`config.mk`:
```
export PLATFORM = sky130hd
export DESIGN_NAME = sll_lane_config_regs
export DESIGN_NICKNAME = d
export VERILOG_FILES = /design/src/logic/sll_pkg.sv /design/src/logic/sll_lane_config_regs.sv
export SDC_FILE = /design/constraint.sdc
export NUM_CORES = 1
export LEC_CHECK = 0
export BUFFER_PORTS_ARGS = -buffer_cell sky130_fd_sc_hd__buf_2
export CAP_MARGIN = 0
export CORE_ASPECT_RATIO = 1.2
export CORE_MARGIN = 3
export CORE_UTILIZATION = 59
export DETAILED_ROUTE_END_ITERATION = 12
export HOLD_SLACK_MARGIN = 0.06
export MAX_ROUTING_LAYER = met4
export PLACE_DENSITY = 0.95
export SLEW_MARGIN = 10
export SYNTH_ARGS = -nofsm -noshare
export SYNTH_HDL_FRONTEND = slang
export SYNTH_SLANG_ARGS = --single-unit
```
`constraint.sdc`:
```
create_clock -name clk -period 15.8 [get_ports clk]
set_input_delay 3.16 -clock clk [delete_from_list [all_inputs] [get_ports clk]]
set_output_delay 3.16 -clock clk [all_outputs]
set_load 0.005 [all_outputs]
```
`src/logic/sll_pkg.sv`:
```
// Package with register map, field layout and carriers of the lane config bank
package sll_pkg;

   // Bus and banking widths
   localparam int SLL_ADDR_W    = 12;
   localparam int SLL_DATA_W    = 8;
   localparam int SLL_LINK_W    = 1;
   localparam int SLL_NUM_LINKS = 2;

   // Register byte offsets
   localparam logic [11:0] SLL_OFF_LINK_PAGE  = 12'h300;
   localparam logic [11:0] SLL_OFF_LANE6_LID  = 12'h43A;
   localparam logic [11:0] SLL_OFF_LANE6_RCHK = 12'h43D;
   localparam logic [11:0] SLL_OFF_LANE6_CCHK = 12'h43E;
   localparam logic [11:0] SLL_OFF_LANE7_LID  = 12'h442;
   localparam logic [11:0] SLL_OFF_LANE7_RCHK = 12'h445;
   localparam logic [11:0] SLL_OFF_LANE7_CCHK = 12'h446;
   localparam logic [11:0] SLL_OFF_LINK_ID    = 12'h450;
   localparam logic [11:0] SLL_OFF_BANK_ID    = 12'h451;
   localparam logic [11:0] SLL_OFF_LANE0_CFG  = 12'h452;
   localparam logic [11:0] SLL_OFF_SCR_L      = 12'h453;
   localparam logic [11:0] SLL_OFF_FRAME      = 12'h454;
   localparam logic [11:0] SLL_OFF_MF         = 12'h455;

   // Field positions
   localparam int SLL_MULTIFRAME_ADJUST_DIRECTION_BIT = 6;
   localparam int SLL_PHASE_ADJUST_REQUEST_BIT  = 5;
   localparam int SLL_DESCR_BIT  = 7;
   localparam int SLL_F5_MSB     = 4;

   // Reset values
   localparam logic       SLL_RST_DESCR = 1'h1;
   localparam logic [4:0] SLL_RST_LANES = 5'h07;
   localparam logic [4:0] SLL_RST_MF    = 5'h1F;
   localparam logic [7:0] SLL_RST_BYTE  = 8'h00;

   // Expected link parameters, one copy per link
   typedef struct packed {
      logic [7:0] linkNumber;
      logic [7:0] bankNumber;
      logic       multiframe_adjust_direction;
      logic       phaseAdj;
      logic [4:0] laneNum;
      logic       descrEn;
      logic [4:0] laneCount;
      logic [7:0] frameSize;
      logic [4:0] mfLength;
   } sll_cfg_t;

   localparam sll_cfg_t SLL_CFG_RST = '{
      linkNumber: SLL_RST_BYTE, bankNumber: SLL_RST_BYTE,
      multiframe_adjust_direction: 1'h0, phaseAdj: 1'h0, laneNum: 5'h00,
      descrEn: SLL_RST_DESCR, laneCount: SLL_RST_LANES,
      frameSize: SLL_RST_BYTE, mfLength: SLL_RST_MF};

   // Alignment-sequence configuration as received on one lane
   typedef struct packed {
      logic                  valid;
      logic [SLL_LINK_W-1:0] link;
      logic [7:0]            link_number;
      logic [3:0]            bank_number;
      logic [3:0]            adjCnt;
      logic [4:0]            lid;
      logic                  phase_adjust_request;
      logic                  multiframe_adjust_direction;
      logic [4:0]            lanes;
      logic                  descramble_enable;
      logic [7:0]            octets;
      logic [4:0]            frames;
      logic [7:0]            convs;
      logic [1:0]            ctrlBits;
      logic [4:0]            resol;
      logic [2:0]            subclass;
      logic [4:0]            sampBits;
      logic [2:0]            version;
      logic [4:0]            samples;
      logic                  hd;
      logic [4:0]            ctrlWords;
      logic [7:0]            chk;
   } sll_ilas_t;

   // Captured status of one lane
   typedef struct packed {
      logic [4:0] laneNum;
      logic [7:0] rxChk;
      logic [7:0] calcChk;
   } sll_lane_stat_t;

   // Modulo-256 sum of the received configuration fields
   function automatic logic [7:0] sll_calc_checksum(input sll_ilas_t c);
      logic [7:0] s;
      s = c.link_number + 8'(c.bank_number) + 8'(c.adjCnt) + 8'(c.lid) + 8'(c.phase_adjust_request);
      s = s + 8'(c.multiframe_adjust_direction) + 8'(c.lanes) + 8'(c.descramble_enable) + c.octets;
      s = s + 8'(c.frames) + c.convs + 8'(c.ctrlBits) + 8'(c.resol);
      s = s + 8'(c.subclass) + 8'(c.sampBits) + 8'(c.version);
      s = s + 8'(c.samples) + 8'(c.hd) + 8'(c.ctrlWords);
      return s;
   endfunction : sll_calc_checksum

endpackage : sll_pkg

```
`src/logic/sll_lane_config_regs.sv`:
```
// Per-link register bank for lane six/seven captures and link parameters
//
// Chosen here: the strobed register port.
`timescale 1ns/100ps
`default_nettype none

// Functional notes
// RL1: All registers banked; page register selects link
// RL2: Capture lanes 6/7 received lane number
// RL3: Store lanes 6/7 received checksum, read-only
// RL4: Expose lanes 6/7 computed checksum read-only
// RL5: Link number byte, read-write, reset zero
// RL6: Bank number byte, read-write, reset zero
// RL7: Software changes bank/lane only in deframer reset
// RL8: Adjust direction bit six, link zero only
// RL9: Phase adjust request bit five, link zero
// RL10: Lane number in bits four to zero
// RL11: Descramble enable bit seven, resets to one
// RL12: Lane count minus one, resets to seven
// RL13: Octets per frame minus one, resets zero
// RL14: Frames per multiframe minus one, reset 0x1F
// RL15: Computed checksum is modulo-256 field sum
// RL16: Reserved bits read zero, writes ignored
module sll_lane_config_regs
   import sll_pkg::*;
#(
   parameter int NUM_LINKS = SLL_NUM_LINKS
) (
   input  wire logic                       clk,
   input  wire logic                       rst_b,
   input  wire logic [SLL_ADDR_W-1:0]      addr,
   input  wire logic [SLL_DATA_W-1:0]      wdata,
   input  wire logic                       wr,
   input  wire logic                       rd,
   output var  logic [SLL_DATA_W-1:0]      rdata,
   input  wire sll_ilas_t                  lane6Ilas,
   input  wire sll_ilas_t                  lane7Ilas,
   output var  sll_cfg_t [NUM_LINKS-1:0]   linkCfg
);

   logic                            rstMeta;
   logic                            rstN;
   logic [SLL_LINK_W-1:0]           linkPage;
   logic [SLL_LINK_W-1:0]           next_linkPage;
   sll_cfg_t [NUM_LINKS-1:0]        next_linkCfg;
   sll_lane_stat_t [NUM_LINKS-1:0]  lane6Stat;
   sll_lane_stat_t [NUM_LINKS-1:0]  lane7Stat;
   sll_lane_stat_t [NUM_LINKS-1:0]  next_lane6Stat;
   sll_lane_stat_t [NUM_LINKS-1:0]  next_lane7Stat;
   logic [SLL_DATA_W-1:0]           next_rdata;
   logic                            pageOk;
   logic                            upperAdj;

   // Build the stored record of one lane's alignment sequence
   function automatic sll_lane_stat_t lane_capture(input sll_ilas_t c);
      sll_lane_stat_t r;
      r.laneNum = c.lid;
      r.rxChk   = c.chk;
      r.calcChk = sll_calc_checksum(c);   // [RL15]
      return r;
   endfunction : lane_capture

   // Reset release through two flops; asynchronous assert only
   always_ff @(posedge clk or negedge rst_b) begin
      if (!rst_b) begin
         rstMeta <= 1'b0;
         rstN    <= 1'b0;
      end else begin
         rstMeta <= 1'b1;
         rstN    <= rstMeta;
      end
   end

   // Pages beyond the built link count reach nothing
   assign pageOk = (32'(linkPage) < NUM_LINKS);

   // Register writes; reserved bits are simply never stored
   always_comb begin
      next_linkPage = linkPage;
      next_linkCfg  = linkCfg;
      if (wr) begin
         case (addr)
            SLL_OFF_LINK_PAGE: begin
               next_linkPage = wdata[SLL_LINK_W-1:0];        // [RL1]
            end
            SLL_OFF_LINK_ID: begin
               if (pageOk) begin
                  next_linkCfg[linkPage].linkNumber = wdata;   // [RL5]
               end
            end
            SLL_OFF_BANK_ID: begin
               if (pageOk) begin
                  next_linkCfg[linkPage].bankNumber = wdata;   // [RL6]
               end
            end
            SLL_OFF_LANE0_CFG: begin
               if (pageOk) begin
                  next_linkCfg[linkPage].laneNum =
                     wdata[SLL_F5_MSB:0];                      // [RL10]
               end
               // Phase controls exist on link zero only
               if (linkPage == '0) begin
                  next_linkCfg[0].multiframe_adjust_direction   = wdata[SLL_MULTIFRAME_ADJUST_DIRECTION_BIT]; // [RL8]
                  next_linkCfg[0].phaseAdj = wdata[SLL_PHASE_ADJUST_REQUEST_BIT];  // [RL9]
               end
            end
            SLL_OFF_SCR_L: begin
               if (pageOk) begin
                  next_linkCfg[linkPage].descrEn =
                     wdata[SLL_DESCR_BIT];                     // [RL11]
                  next_linkCfg[linkPage].laneCount =
                     wdata[SLL_F5_MSB:0];                      // [RL12]
               end
            end
            SLL_OFF_FRAME: begin
               if (pageOk) begin
                  next_linkCfg[linkPage].frameSize = wdata;    // [RL13]
               end
            end
            SLL_OFF_MF: begin
               if (pageOk) begin
                  next_linkCfg[linkPage].mfLength =
                     wdata[SLL_F5_MSB:0];                      // [RL14]
               end
            end
            default: begin
               next_linkPage = linkPage;
            end
         endcase
      end
   end

   // Configuration and page registers
   always_ff @(posedge clk or negedge rstN) begin
      if (!rstN) begin
         linkPage <= '0;
         linkCfg  <= {NUM_LINKS{SLL_CFG_RST}};
      end else begin
         linkPage <= next_linkPage;
         linkCfg  <= next_linkCfg;
      end
   end

   // Alignment-sequence capture, filed under the link it arrived on
   always_comb begin
      next_lane6Stat = lane6Stat;
      next_lane7Stat = lane7Stat;
      if (lane6Ilas.valid && (32'(lane6Ilas.link) < NUM_LINKS)) begin
         next_lane6Stat[lane6Ilas.link] = lane_capture(lane6Ilas); // [RL2]
      end
      if (lane7Ilas.valid && (32'(lane7Ilas.link) < NUM_LINKS)) begin
         next_lane7Stat[lane7Ilas.link] = lane_capture(lane7Ilas); // [RL3]
      end
   end

   // Capture registers, cleared only by reset
   always_ff @(posedge clk or negedge rstN) begin
      if (!rstN) begin
         lane6Stat <= '0;
         lane7Stat <= '0;
      end else begin
         lane6Stat <= next_lane6Stat;
         lane7Stat <= next_lane7Stat;
      end
   end

   // Read mux; unmapped and reserved bits answer zero
   always_comb begin
      next_rdata = '0;
      if (rd) begin
         if (addr == SLL_OFF_LINK_PAGE) begin
            next_rdata = 8'(linkPage);                          // [RL1]
         end else if (pageOk) begin
            case (addr)
               SLL_OFF_LANE6_LID:
                  next_rdata = 8'(lane6Stat[linkPage].laneNum); // [RL2]
               SLL_OFF_LANE6_RCHK:
                  next_rdata = lane6Stat[linkPage].rxChk;       // [RL3]
               SLL_OFF_LANE6_CCHK:
                  next_rdata = lane6Stat[linkPage].calcChk;     // [RL4]
               SLL_OFF_LANE7_LID:
                  next_rdata = 8'(lane7Stat[linkPage].laneNum); // [RL2]
               SLL_OFF_LANE7_RCHK:
                  next_rdata = lane7Stat[linkPage].rxChk;
               SLL_OFF_LANE7_CCHK:
                  next_rdata = lane7Stat[linkPage].calcChk;
               SLL_OFF_LINK_ID:
                  next_rdata = linkCfg[linkPage].linkNumber;
               SLL_OFF_BANK_ID:
                  next_rdata = linkCfg[linkPage].bankNumber;
               SLL_OFF_LANE0_CFG: begin
                  next_rdata = 8'(linkCfg[linkPage].laneNum);
                  next_rdata[SLL_MULTIFRAME_ADJUST_DIRECTION_BIT] = linkCfg[linkPage].multiframe_adjust_direction;
                  next_rdata[SLL_PHASE_ADJUST_REQUEST_BIT]  = linkCfg[linkPage].phaseAdj;
               end
               SLL_OFF_SCR_L: begin
                  next_rdata = 8'(linkCfg[linkPage].laneCount);
                  next_rdata[SLL_DESCR_BIT] = linkCfg[linkPage].descrEn;
               end
               SLL_OFF_FRAME:
                  next_rdata = linkCfg[linkPage].frameSize;
               SLL_OFF_MF:
                  next_rdata = 8'(linkCfg[linkPage].mfLength);
               default:
                  next_rdata = '0;                              // [RL16]
            endcase
         end
      end
   end

   // Read data stands for exactly the cycle after the strobe
   always_ff @(posedge clk or negedge rstN) begin
      if (!rstN) begin
         rdata <= '0;
      end else begin
         rdata <= next_rdata;
      end
   end

   // Checking helper: any phase control set outside link zero
   always_comb begin
      upperAdj = 1'b0;
      for (int i = 1; i < NUM_LINKS; i++) begin
         upperAdj = upperAdj | linkCfg[i].multiframe_adjust_direction | linkCfg[i].phaseAdj;
      end
   end

   // Assertions
   a_page_write_lands: assert property (@(posedge clk) disable iff (!rstN)
      (wr && addr == SLL_OFF_LINK_ID && pageOk)
      |=> (linkCfg[$past(linkPage)].linkNumber == $past(wdata)))
      else $error("link number write missed its page"); // [RL1]
   a_link_number_rw: assert property (@(posedge clk) disable iff (!rstN)
      (wr && addr == SLL_OFF_LINK_ID && pageOk)
      ##1 (rd && addr == SLL_OFF_LINK_ID && $stable(linkPage))
      |=> (rdata == $past(wdata, 2)))
      else $error("link number read back wrong"); // [RL5]
   a_bank_number_rw: assert property (@(posedge clk) disable iff (!rstN)
      (wr && addr == SLL_OFF_BANK_ID && pageOk)
      |=> (linkCfg[$past(linkPage)].bankNumber == $past(wdata)))
      else $error("bank number not stored"); // [RL6]
   a_lane6_capture: assert property (@(posedge clk) disable iff (!rstN)
      (lane6Ilas.valid && lane6Ilas.link == '0)
      |=> (lane6Stat[0].laneNum == $past(lane6Ilas.lid)))
      else $error("lane six lane number not captured"); // [RL2]
   a_lane7_rx_chk: assert property (@(posedge clk) disable iff (!rstN)
      (lane7Ilas.valid && lane7Ilas.link == '0)
      |=> (lane7Stat[0].rxChk == $past(lane7Ilas.chk)))
      else $error("lane seven checksum not stored"); // [RL3]
   a_calc_checksum: assert property (@(posedge clk) disable iff (!rstN)
      (lane6Ilas.valid && lane6Ilas.link == '0)
      |=> (lane6Stat[0].calcChk == sll_calc_checksum($past(lane6Ilas))))
      else $error("computed checksum wrong"); // [RL4] [RL15]
   a_upper_no_adjust: assert property (@(posedge clk) disable iff (!rstN)
      !upperAdj)
      else $error("phase control set outside link zero"); // [RL8] [RL9]
   a_lane0_cfg_write: assert property (@(posedge clk) disable iff (!rstN)
      (wr && addr == SLL_OFF_LANE0_CFG && linkPage == '0)
      |=> (linkCfg[0].phaseAdj == $past(wdata[SLL_PHASE_ADJUST_REQUEST_BIT])
           && linkCfg[0].multiframe_adjust_direction == $past(wdata[SLL_MULTIFRAME_ADJUST_DIRECTION_BIT])
           && linkCfg[0].laneNum == $past(wdata[SLL_F5_MSB:0])))
      else $error("lane zero config not stored"); // [RL10]
   a_reset_values: assert property (@(posedge clk)
      $rose(rstN) |-> (linkCfg[0].descrEn == SLL_RST_DESCR
         && linkCfg[0].laneCount == SLL_RST_LANES
         && linkCfg[0].mfLength == SLL_RST_MF
         && linkCfg[0].frameSize == SLL_RST_BYTE))
      else $error("link parameters wrong after reset"); // [RL11] [RL12]
   a_frame_mf_write: assert property (@(posedge clk) disable iff (!rstN)
      (wr && addr == SLL_OFF_MF && linkPage == '0)
      |=> (linkCfg[0].mfLength == $past(wdata[SLL_F5_MSB:0]))
      ##1 ($past(wr) || linkCfg[0].mfLength
           == $past(wdata[SLL_F5_MSB:0], 2)))
      else $error("multiframe length not held"); // [RL14]
   a_reserved_zero: assert property (@(posedge clk) disable iff (!rstN)
      (rd && addr == SLL_OFF_SCR_L) |=> (rdata[6:5] == 2'h0))
      else $error("reserved bits read nonzero"); // [RL16]
   a_read_one_cycle: assert property (@(posedge clk) disable iff (!rstN)
      !rd |=> (rdata == '0))
      else $error("read data stood without a strobe"); // [RL16]

   c_page_switch: cover property (@(posedge clk) disable iff (!rstN)
      (wr && addr == SLL_OFF_LINK_PAGE && wdata[0]) ##1
      (wr && addr == SLL_OFF_LINK_ID));
   c_both_captures: cover property (@(posedge clk) disable iff (!rstN)
      lane6Ilas.valid && lane7Ilas.valid);
   c_checksum_mismatch: cover property (@(posedge clk) disable iff (!rstN)
      lane6Stat[0].rxChk != lane6Stat[0].calcChk);
   c_back_to_back: cover property (@(posedge clk) disable iff (!rstN)
      wr ##1 rd ##1 rd);

endmodule : sll_lane_config_regs

`default_nettype wire

```
==> implementation parameters <==
Parameter                              Value

Clock network
  Number of clock buffers inserted by TritonCTS ... 17
  Clock latency on the worst-skew pair ... 0.44 ns
  Hold Buf Count CTS ... 0
  CTS tree ... built
  Buffer depth of the longest clock path ... 2
  Post-CTS Setup Inserts ... 0
  Clock input transition at the sequential cells of the worst setup and hold paths ... 0.07 ns
  Post-CTS resize count ... 0
  Htree depth ... 4
  Total clock sinks ... 179
  Root Buffer ... clkbuf_16

Timing
  Final worst path period need ... ~7.5 ns
  Slew at the pin closest to its max-slew limit ... 1.18 ns
  Normalized max-slew margin ... 0.213
  Final Hold Vio Count ... 0
  RSZ-0062 raised after global routing ... no
  Max Freq ... approximately 130 MHz
  Number of pins with negative max-slew slack in the final report ... 0
  Maximum clock skew at final layout ... 0.0156 ns
  Final setup fails ... 0
  Final hold slack ... 0.352 ns
  Total negative setup slack ... 0 ns
  Final cycle utilization of the critical path ... 0.475

Critical path
  CP required ... 16.07 ns
  Critical-path maximum fanout ... 3
  Crit Path Category ... primary input to register
  CP Capture Type ... register
  Critical Path Start Type ... primary input
  Arr. time, crit path ... 7.78 ns

Pwr
  Worst IR drop on VDD ... 0.000232 V
  Total chip power ... 0.00256 W
  Leak ... 7.44 nW
  Pwr Density ... approximately 180 mW/mm2

Final layout
  Area growth from synthesis to layout ... 18.4%
  Commonest non-fill, non-tap cell in the layout ... buf_2
  Final Net Count ... 1745
  Fraction of layout cells with a size suffix above 1 ... 0.347
  Most frequent cells in the layout ... 293 x buf_2, 189 x inv_1, 159 x dfrtp_1

Detailed routing
  Wirelength per Cell ... approximately 20 um
  Via count of the routed design ... between 9000 and 10000
  DRC marker count from the first detailed-route iteration ... roughly 770
  Antenna-violating nets left ... 0
  Total iterations of the first detailed-routing run ... 6
  Vias per std cell ... ~5.7
  Total length of routed wires ... 33500 um
  Number of remaining DRC errors ... 0

Synthesis
  YS warnings ... 0
  EDFF count, synth ... 0
  Count of different cell masters after synthesis ... 66
  Syn nets ... around 1500
  Dominant combinational cell family by area after synthesis ... adder cells
  Async S/R FF share, synth ... 1.00
  Post-Synth XOR/XNOR Area ... 0.0172
  Post-Synth Adder-Cell Area ... 0.234
  Synthesized area per cell ... about 11 um2
  Yosys reg bits ... 179
  Cells after synthesis ... 1114
  Share of synthesized area occupied by flip-flops and latches ... 0.368
  Area fraction in compound gates after synthesis ... 0.0741
  Cell Area, Synth ... 0.0122 mm2
  Simple logic cell fraction of the synthesized area ... 0.0811
  Post-synth top flop ... dfrtp_1
  Multiplexer share of the synthesized area ... 0.152

Global route
  Pin count of the biggest net entering global routing ... 63
  Via count of the first global-routing pass ... 10078
  Global-route wire length before repair ... 52100 um
  Initial antenna violation count ... 10
  Gr ovfl total ... 0
  Global-route usage over all layers ... 0.310

Floorplan
  Width of the die ... 137 um
  Effective utilization at floorplan ... 0.602
  Area inside the core boundary ... 0.0203 mm2
  Floorplan die area ... 0.0225 mm2
  # rows ... 57
  Top-level I/O count ... 294
  Die Span Y ... 164 um

Placement
  GP Congestion ... between 0.9 and 1
  Port Buffers ... 293
  Detailed-placement wirelength estimate ... around 26000 um

Status
  Status ... finished, final reports clean

Min path
  Worst min-delay path category ... register to register

Run
  Number of maximum-capacitance violations ... 0
==> power breakdown <==
part	total, W	switching, W	leakage [nW]	internal, W
Clock	0.000419	0.000200	0.291	0.000219
Sequential	0.000571	0.0000426	2.27	0.000529
Combinational	0.00157	0.000885	4.88	0.000688
Total	0.00256	0.00113	7.44	0.00144
==> through the flow <==
| stage | worst slack [ns] | std cells | util | instance area (um2) |
|---|---|---|---|---|
| 2_1_floorplan | 8.32 | 1114 | - | 12200 |
| 3_3_place_gp | 8.06 | 1631 | 0.683 | 13900 |
| 3_5_place_dp | 7.84 | 1631 | 0.683 | 13900 |
| 4_1_cts | 8.29 | 1663 | 0.711 | 14500 |
| 5_1_grt | 8.04 | 1673 | 0.712 | 14500 |
| 6_report | 8.29 | 1674 | 0.713 | 14500 |
==> routing by layer <==
metal | vias up | part of all wire | track usage
met5 | - | 0 | -
met1 | 4714 | 0.35 | 0.352
met2 | 490 | 0.53 | 0.529
li1 | 4199 | - | -
met3 | 90 | 0.079 | 0.0616
met4 | 0 | 0.039 | 0.141
==> cell usage after synthesis (2+ instances only) <==
library cell,n,area [um2]
a221o_1,2,20.0
fa_1,118,2360
xor2_1,5,43.8
a31oi_1,3,18.8
a22oi_1,11,82.6
o21ai_0,40,200
nor3_1,3,15.0
a21oi_1,27,135
nor2b_1,10,62.6
inv_1,189,709
nand3b_1,3,22.5
buf_2,7,35.0
or4b_1,2,20.0
a221oi_1,3,26.3
nor4_1,3,18.8
o41ai_1,2,17.5
a211o_1,2,17.5
nor2_2,4,25.0
nand2_1,134,503
xnor2_1,19,166
a211oi_1,3,22.5
and2_1,4,25.0
a21o_1,3,22.5
mux4_2,4,90.1
nand3_1,7,35.0
clkbuf_1,35,131
nor2_1,28,105
mux2i_1,42,420
o21bai_1,4,30.0
o22ai_1,13,81.3
mux2_2,120,1350
a2111oi_0,3,26.3
nand2b_1,3,18.8
a22o_1,7,61.3
o211ai_1,2,15.0
or2_2,2,12.5
nand4_1,2,12.5
dfrtp_1,161,4030
dfstp_2,18,473
ha_1,40,500
==> logic make-up (layout without fill, tap and decap cells) <==
| kind of cell | after synthesis | count (layout) |
|---|---|---|
| adders and majority gates | 158 | 158 |
| xor gates and xnor gates | 24 | 24 |
| and+or+nand+nor | 216 | 216 |
| other | 1 | 12 |
| DFF | 179 | 179 |
| muxes | 166 | 166 |
| buffers and inverters | 233 | 517 |
| AOI/OAI and AO/OA | 137 | 137 |
==> registers in the layout, indices dropped and copies added, names as in the netlist <==
name	cells
rstMeta	1
linkCfg	84
rdata	8
rstN	1
lane6Stat	42
linkPage	1
lane7Stat	42
==> layout make-up <==
type / instances / area [um2]
antenna: 11 / 27.5
tap: 265 / 332
timing repair buffer: 296 / 1490
sequential: 179 / 4510
clock inverter: 14 / 131
fill: 1366 / 5840
clock buffer: 18 / 450
multi-input combinational: 702 / 6840
inverter: 189 / 709
==> worst max-delay path, stage by stage <==
cell and delay, ns:
buf_2 0.10, inv_1 0.10, fa_1 0.47, fa_1 0.49, inv_1 0.05, fa_1 0.51
inv_1 0.06, fa_1 0.49, fa_1 0.50, inv_1 0.05, fa_1 0.46, ha_1 0.30
a21o_1 0.19, a21oi_1 0.23, o21bai_1 0.10, a21oi_1 0.18, xor2_1 0.20, o21ai_0 0.12
==> final timing paths <==
check,from,to,slack (ns),depth (start not counted)
max in group asynchronous,rst_b,rstN$_DFF_PN0_,13.20,1
setup / recovery,lane7Ilas[68],lane7Stat[27]$_DFFE_PN0P_,8.29,18
setup reg to reg,linkPage$_DFFE_PN0P_,linkCfg[80]$_DFFE_PN0P_,12.73,4
hold reg to reg,rstMeta$_DFF_PN0_,rstN$_DFF_PN0_,0.35,0
min in group asynchronous,rstN$_DFF_PN0_,linkCfg[29]$_DFFE_PN0P_,0.39,0
hold / removal,rstMeta$_DFF_PN0_,rstN$_DFF_PN0_,0.35,0
Power figures use the tool's default switching activity.
